$ cat config.mk
export PLATFORM = sky130hd
export DESIGN_NAME = bcse_status_encoder
export DESIGN_NICKNAME = d
export VERILOG_FILES = /design/src/logic/bcse_pkg.sv /design/src/logic/bcse_phase_timer.sv /design/src/logic/bcse_status_encoder.sv
export SDC_FILE = /design/constraint.sdc
export NUM_CORES = 1
export LEC_CHECK = 0
export BUFFER_PORTS_ARGS = -buffer_cell sky130_fd_sc_hd__buf_2
export CELL_PAD_IN_SITES_DETAIL_PLACEMENT = 1
export CELL_PAD_IN_SITES_GLOBAL_PLACEMENT = 2
export CORE_MARGIN = 4
export CORE_UTILIZATION = 34
export CTS_CLUSTER_SIZE = 30
export DETAILED_ROUTE_END_ITERATION = 8
export HOLD_SLACK_MARGIN = 0.02
export PLACE_DENSITY_LB_ADDON = 0.1
export SETUP_SLACK_MARGIN = 0.4
export SLEW_MARGIN = 15
export SYNTH_ARGS = -nofsm -noshare
export SYNTH_HDL_FRONTEND = slang
export SYNTH_SLANG_ARGS = --single-unit
$ cat constraint.sdc
create_clock -name i_ref_clk -period 1.9 [get_ports i_ref_clk]
set_clock_uncertainty 0.15 [all_clocks]
set_input_delay 0 -clock i_ref_clk [delete_from_list [all_inputs] [get_ports i_ref_clk]]
set_output_delay 0 -clock i_ref_clk [all_outputs]
set_load 0.02 [all_outputs]
$ cat src/logic/bcse_pkg.sv
`default_nettype none
package bcse_pkg;
    // sequencer states
    typedef enum logic [1:0] {
        BCSE_IDLE = 2'b00,  // no bus cycle, status pins parked high
        BCSE_SEND = 2'b01,  // send-status phase, status pins low
        BCSE_CMD = 2'b10    // command phase, status back high, selects held
    } bcse_state_t;

    // status pair encodings (hi, lo), active low
    localparam logic [1:0] BCSE_STATUS_INT_ACK = 2'h0;
    localparam logic [1:0] BCSE_STATUS_RSVD_A = 2'h1;
    localparam logic [1:0] BCSE_STATUS_RSVD_B = 2'h2;
    localparam logic [1:0] BCSE_STATUS_NONE = 2'h3;

    // timer width in bits, phase lengths in clock cycles
    localparam int BCSE_TIMER_W = 4;
    localparam logic [3:0] BCSE_SEND_STATUS_CYCLES = 4'h1;
    localparam logic [3:0] BCSE_COMMAND_CYCLES = 4'h2;

    // values after reset
    localparam bcse_state_t BCSE_STATE_RESET = BCSE_IDLE;
    localparam logic [1:0] BCSE_STATUS_RESET = BCSE_STATUS_NONE;
endpackage
`default_nettype wire

$ cat src/logic/bcse_phase_timer.sv
`timescale 1ns/1ns
`default_nettype none
module bcse_phase_timer #(
    parameter int CNT_W = 4
) (
    // clock and reset
    input wire logic i_ref_clk,
    input wire logic i_reset_n,
    // control
    input wire logic i_load,
    input wire logic [CNT_W-1:0] i_load_value,
    // status
    output logic o_expired
);
    logic [CNT_W-1:0] cnt_q; // cycles left in the current phase
    logic [CNT_W-1:0] cnt_d;

    // next count: load wins, otherwise count down and stick at zero
    always_comb begin
        cnt_d = cnt_q;
        if (i_load) begin
            cnt_d = i_load_value;
        end else if (cnt_q != '0) begin
            cnt_d = cnt_q - CNT_W'(1);
        end
    end

    // register the count
    always_ff @(posedge i_ref_clk or negedge i_reset_n) begin
        if (!i_reset_n) begin
            cnt_q <= '0;
        end else begin
            cnt_q <= cnt_d;
        end
    end

    // zero means the phase has run its length
    assign o_expired = (cnt_q == '0);
endmodule // bcse_phase_timer
`default_nettype wire

$ cat src/logic/bcse_status_encoder.sv
// Behaviour
// - status pins low mark bus cycle start
// - send-status state whenever either pin is low
// - hold acknowledge releases pins, resting high
// - selects low: 00 int-ack, 01/10 reserved, 11 none
`timescale 1ns/1ns
`default_nettype none
module bcse_status_encoder
    import bcse_pkg::*;
#(
    parameter logic [3:0] SEND_CYCLES = BCSE_SEND_STATUS_CYCLES,  // length of send-status phase, at least 1
    parameter logic [3:0] CMD_CYCLES = BCSE_COMMAND_CYCLES        // length of command phase, at least 1
) (
    // clock and reset
    input wire logic i_ref_clk,
    input wire logic i_reset_n,
    // bus cycle request from the execution side
    input wire logic i_req_valid,
    input wire logic i_req_code_or_int_ack_select,
    input wire logic i_req_mem_io_select,
    input wire logic [1:0] i_req_status,
    // bus hold acknowledge
    input wire logic i_hold_ack,
    // request answer
    output logic o_req_taken,
    output logic o_req_refused,
    output logic o_busy,
    // status pins and cycle type selects
    output logic o_cycle_status_hi_n,
    output logic o_cycle_status_lo_n,
    output logic o_status_oe,
    output logic o_code_or_int_ack_select,
    output logic o_mem_io_select,
    output logic o_send_status_state
);
    bcse_state_t state_q; // sequencer state
    bcse_state_t state_d;
    logic [1:0] lat_status_q; // status of the cycle in flight
    logic [1:0] lat_status_d;
    logic lat_code_q; // code-or-int-ack select of the cycle in flight
    logic lat_code_d;
    logic lat_mem_q; // memory-or-io select of the cycle in flight
    logic lat_mem_d;
    logic load; // restart the phase timer
    logic [3:0] load_value;
    logic expired; // current phase has run out
    logic req_bad; // request carries a reserved or idle code
    logic taken_d;
    logic refused_d;

    // output registers
    logic hi_n_q, hi_n_d;
    logic lo_n_q, lo_n_d;
    logic oe_q, oe_d;
    logic code_q, code_d;
    logic mem_q, mem_d;
    logic send_q, send_d;
    logic busy_q, busy_d;
    logic taken_q, refused_q;

    // phase length counter
    bcse_phase_timer #(
        .CNT_W(BCSE_TIMER_W)
    ) u_timer (
        .i_ref_clk(i_ref_clk),
        .i_reset_n(i_reset_n),
        .i_load(load),
        .i_load_value(load_value),
        .o_expired(expired)
    );

    // a code is refused if it would put a reserved or a non-cycle pattern on the pins
    always_comb begin
        req_bad = 1'b0;
        if (i_req_status == BCSE_STATUS_NONE) begin
            req_bad = 1'b1; // 11 never starts a cycle
        end else if (!i_req_code_or_int_ack_select && !i_req_mem_io_select &&
                     (i_req_status == BCSE_STATUS_RSVD_A || i_req_status == BCSE_STATUS_RSVD_B)) begin
            req_bad = 1'b1; // reserved codes are never issued
        end
    end

    // sequencer next state
    always_comb begin
        state_d = state_q;
        lat_status_d = lat_status_q;
        lat_code_d = lat_code_q;
        lat_mem_d = lat_mem_q;
        load = 1'b0;
        load_value = 4'h0;
        taken_d = 1'b0;
        unique case (state_q)
            BCSE_IDLE: begin
                // no new cycle while the bus is handed over
                if (i_req_valid && !i_hold_ack && !req_bad) begin
                    taken_d = 1'b1;
                    lat_status_d = i_req_status;
                    lat_code_d = i_req_code_or_int_ack_select;
                    lat_mem_d = i_req_mem_io_select;
                    load = 1'b1;
                    load_value = SEND_CYCLES - 4'h1;
                    state_d = BCSE_SEND; // drive status low to start the cycle
                end
            end
            BCSE_SEND: begin
                if (i_hold_ack) begin
                    state_d = BCSE_IDLE; // hold aborts; pins are released anyway
                end else if (expired) begin
                    load = 1'b1;
                    load_value = CMD_CYCLES - 4'h1;
                    state_d = BCSE_CMD;
                end
            end
            BCSE_CMD: begin
                if (i_hold_ack || expired) begin
                    state_d = BCSE_IDLE;
                end
            end
            default: begin
                state_d = BCSE_IDLE; // unused code 11 recovers to idle
            end
        endcase
        // anything not taken this cycle is reported, including requests made while busy
        refused_d = i_req_valid && !taken_d;
    end

    // pin values follow the next state, so the pins line up with the registered state
    always_comb begin
        hi_n_d = 1'b1;
        lo_n_d = 1'b1;
        oe_d = !i_hold_ack; // release during hold, pull-up gives logic one
        code_d = 1'b0;
        mem_d = 1'b0;
        if (state_d == BCSE_SEND && !i_hold_ack) begin
            hi_n_d = lat_status_d[1]; // latched type code on the pins
            lo_n_d = lat_status_d[0];
        end
        if (state_d != BCSE_IDLE) begin
            code_d = lat_code_d; // selects qualify the status
            mem_d = lat_mem_d;
        end
        send_d = !hi_n_d || !lo_n_d; // either pin low means send-status
        busy_d = (state_d != BCSE_IDLE);
    end

    // register state and outputs
    always_ff @(posedge i_ref_clk or negedge i_reset_n) begin
        if (!i_reset_n) begin
            state_q <= BCSE_STATE_RESET;
            lat_status_q <= BCSE_STATUS_RESET;
            lat_code_q <= 1'b0;
            lat_mem_q <= 1'b0;
            hi_n_q <= 1'b1;
            lo_n_q <= 1'b1;
            oe_q <= 1'b0;
            code_q <= 1'b0;
            mem_q <= 1'b0;
            send_q <= 1'b0;
            busy_q <= 1'b0;
            taken_q <= 1'b0;
            refused_q <= 1'b0;
        end else begin
            state_q <= state_d;
            lat_status_q <= lat_status_d;
            lat_code_q <= lat_code_d;
            lat_mem_q <= lat_mem_d;
            hi_n_q <= hi_n_d;
            lo_n_q <= lo_n_d;
            oe_q <= oe_d;
            code_q <= code_d;
            mem_q <= mem_d;
            send_q <= send_d;
            busy_q <= busy_d;
            taken_q <= taken_d;
            refused_q <= refused_d;
        end
    end

    // ports straight from flip-flops
    assign o_cycle_status_hi_n = hi_n_q;
    assign o_cycle_status_lo_n = lo_n_q;
    assign o_status_oe = oe_q;
    assign o_code_or_int_ack_select = code_q;
    assign o_mem_io_select = mem_q;
    assign o_send_status_state = send_q;
    assign o_busy = busy_q;
    assign o_req_taken = taken_q;
    assign o_req_refused = refused_q;

    // checks on driven outputs
    AST_HOLD_RELEASE: assert property (
        @(posedge i_ref_clk) disable iff (!i_reset_n)
        i_hold_ack |=> (!o_status_oe && o_cycle_status_hi_n && o_cycle_status_lo_n && !o_busy)
    ) else $error("status pins not released during hold acknowledge");

    AST_SEND_STATE: assert property (
        @(posedge i_ref_clk) disable iff (!i_reset_n)
        o_send_status_state == (!o_cycle_status_hi_n || !o_cycle_status_lo_n)
    ) else $error("send-status flag disagrees with status pins");

    AST_START_LOW: assert property (
        @(posedge i_ref_clk) disable iff (!i_reset_n)
        o_req_taken |-> (o_busy && o_status_oe && (!o_cycle_status_hi_n || !o_cycle_status_lo_n))
    ) else $error("taken cycle did not start with status low");

    AST_START_ONLY_TAKEN: assert property (
        @(posedge i_ref_clk) disable iff (!i_reset_n)
        $rose(o_send_status_state) |-> o_req_taken
    ) else $error("status went low without a taken request");

    AST_NO_RESERVED: assert property (
        @(posedge i_ref_clk) disable iff (!i_reset_n)
        (!o_code_or_int_ack_select && !o_mem_io_select && o_send_status_state)
        |-> ({o_cycle_status_hi_n, o_cycle_status_lo_n} == BCSE_STATUS_INT_ACK)
    ) else $error("reserved status code on the pins");

    AST_INTA_CODE: assert property (
        @(posedge i_ref_clk) disable iff (!i_reset_n)
        (state_q == BCSE_IDLE && i_req_valid && !i_hold_ack && !i_req_code_or_int_ack_select &&
         !i_req_mem_io_select && i_req_status == BCSE_STATUS_INT_ACK)
        |=> (o_req_taken && !o_cycle_status_hi_n && !o_cycle_status_lo_n)
    ) else $error("interrupt acknowledge not issued as 00");

    AST_REFUSE_BAD: assert property (
        @(posedge i_ref_clk) disable iff (!i_reset_n)
        (i_req_valid && req_bad) |=> (o_req_refused && !o_req_taken)
    ) else $error("reserved or idle code not refused");

    AST_SEND_LEN: assert property (
        @(posedge i_ref_clk) disable iff (!i_reset_n)
        (o_req_taken && SEND_CYCLES == 4'h1 && !i_hold_ack) |=> !o_send_status_state
    ) else $error("send-status phase longer than one cycle");

    COV_INTA: cover property (
        @(posedge i_ref_clk) disable iff (!i_reset_n)
        o_req_taken && !o_cycle_status_hi_n && !o_cycle_status_lo_n && !o_code_or_int_ack_select
    );
    COV_HOLD_MID: cover property (
        @(posedge i_ref_clk) disable iff (!i_reset_n)
        o_busy ##1 !o_status_oe
    );
    COV_REFUSED: cover property (
        @(posedge i_ref_clk) disable iff (!i_reset_n)
        o_req_refused
    );
endmodule // bcse_status_encoder
`default_nettype wire

==> results.json <==
{
  "hold_violations": 0,
  "max_stage_delay_ns": 0.44,
  "io_pins": 17,
  "initial_core_util_pct": 36.5,
  "async_flop_share_pct": 100,
  "grtUsageTotal_pct": 14.6,
  "num_antenna_cells": 0,
  "ys.flop_type": "dfrtp_1",
  "core_area_mm2": 0.00225,
  "start_kind": "register",
  "drcViolationCount": 0,
  "final_util_pct": 54.4,
  "wl_per_cell_um": 16.5,
  "finalCritPeriodShare_pct": 80.8,
  "slew_headroom_pct": 71.7,
  "status": "complete, no violations",
  "synthesis.nets": 74,
  "synth_edf_count": 0,
  "rsz0062_at_grt": "true",
  "vias_per_cell": 4.92,
  "cp_max_fo": 5,
  "fp.dieArea_mm2": 0.00327,
  "tightest_slew_ns": 0.424,
  "vdd_ir_drop_max_mv": 0.684,
  "antenna_found_initial": 0,
  "grt_pass1_vias": 715,
  "num_rows": 17,
  "synthCells": 64,
  "grt_max_degree": 20,
  "synth-seq-cells": 19,
  "power.leakage_nw": 0.562,
  "io_buffers": 16,
  "avgSynthCellArea_um2": 12.8,
  "path_cells": "or3b_4 > or2_4 > o22a_1",
  "final.setup.tns_ns": 0,
  "final_antenna_net_count": 0,
  "mostFrequentLayoutCells": "buf_2, dfrtp_1, buf_4, dlygate4sd3_1",
  "netlist_area_um2": 822,
  "clock_path_buffers": 2,
  "fin_nets": 115,
  "largest-register": "u_timer.cnt_q",
  "drtIter0Drc": 2,
  "drt_wl_total_um": 2180,
  "die_w_um": 57.2,
  "die_h_um": 57.2,
  "arrival_ns": 1.62,
  "min_period_ns": 1.54,
  "critPathRequiredTime_ns": 1.98,
  "gp_congestion": 0.688,
  "ys_types": 30,
  "final_common_cell": "buf_2",
  "ys_seq_area_share_pct": 58.4,
  "cts_sinks": 19,
  "cts.root.buffer_cell": "clkbuf_4",
  "grt_first_pass_wirelength_um": 3590,
  "numCtsBuffers": 3,
  "finalSetupViolCount": 0,
  "reg_top3": "u_timer.cnt_q x4, lat_status_q x2, state_q x2",
  "drt-pass1-iter-count": 2,
  "clk_latency_ns": 0.29,
  "syn2layout_area_growth_pct": 49.2,
  "maxCapViolCount": 0,
  "route.vias.total": 650,
  "worstSetupPathType": "register to register",
  "clk_pin_slew_worst_paths_ns": 0.10,
  "fmax_ghz": 0.651,
  "critical-path-top-delay-family": "simple AND/OR/NAND/NOR gates",
  "crit_buf_inv": 0,
  "hpwl_um": 1190,
  "largest_reg_flops": 4,
  "layout-drive-gt1-share_pct": 56.7,
  "drv_slew": 0,
  "grt_overflow": 0,
  "p_per_area_mw_per_mm2": 1250,
  "hold_class": "primary input to register",
  "yosysWarnings": 0,
  "critPathSlowestCell": "dfrtp_1",
  "cp-end-kind": "register",
  "cts_tree": "done",
  "htree_levels": 1
}
-- path summary, 6_finish.rpt --
check / startpoint / to / slack (ns) / depth (start not counted)
max: state_q[1] / o_cycle_status_hi_n / 0.36 / 3
min: i_req_mem_io_select / state_q[0] / 0.12 / 5
max reg2reg: state_q[1] / o_cycle_status_hi_n / 0.36 / 3
min reg2reg: lat_code_q / lat_code_q / 0.37 / 1
max in group asynchronous: i_reset_n / o_cycle_status_hi_n / 0.73 / 3
min in group asynchronous: i_reset_n / u_timer.cnt_q[3] / 0.54 / 3
-- area by class of cell --
type | instances | area, µm²
Clock buffer | 4 | 26.3
Fill cell | 250 | 1030
Inverter | 4 | 20.0
Multi-Input combinational cell | 42 | 404
Sequential cell | 19 | 482
Tap cell | 28 | 35.0
Timing Repair Buffer | 35 | 259
-- per-layer routing --
metal  global-route usage, %  vias up  routed length [µm]
li1                        -      309                   -
met1                    17.5      326                 954
met2                    25.8       13                1110
met3                    4.98        2                  95
met4                    1.99        0                  14
met5                       0        -                   0
-- cells in the mapped netlist (all sizes together) (3+ instances only) --
master  count  area, µm²
or2         3       18.8
nor2        3       11.3
dfrtp      15        375
inv         4       17.5
or3b        4       35.0
and2        3       20.0
dfstp       4        105
nand3       3       20.0
-- per-stage QoR --
stage                     worst slack (ns)  instances  power [W]  instance area [µm²]  hold WS [ns]
final                                0.365        132    0.00153                 1230         0.123
after floorplan                      0.367         64   0.000921                  833        -0.446
after detailed placement             0.229        108    0.00104                  948        -0.182
after global routing                 0.288        132    0.00164                 1230         0.146
after CTS                            0.383        129    0.00141                 1180         0.141
after global placement               0.259        108    0.00103                  948        -0.189
-- kinds of logic (layout without fill, tap and decap cells) --
family                   count (synthesis)  after routing  synth area share [%]
AO/OA/AOI/OAI                           11             11                  10.3
flip-flops                              19             19                  58.4
adder cells (fa/ha/maj)                  2              2                  3.04
AND/OR/NAND/NOR                         23             24                  19.0
XOR/XNOR                                 2              2                  2.13
buffers and inverters                    4             43                  2.13
multiplexers                             3              3                  4.87
-- tightest hold or removal path: cells and delay by family --
family,cells,cell delay (ns)
simple gates,3,0.31
buf+inv,2,0.24
-- power breakdown --
group          internal (W)  total, W  switching (W)
logic              0.000386  0.000705       0.000320
registers          0.000528  0.000622      0.0000941
clock network     0.0000818  0.000202       0.000120
-- timing repair --
item / CTS / global route
gates cloned: 1 / 0
pin swaps: 7 / 5
hold endpoints to repair: 32 / 0
endpoints found under the setup margin: 12 / 14
gates resized for setup: 12 / 6
buffers inserted: 8 / 3
hold buffers: 8 / 0
Power figures use the tool's default switching activity.
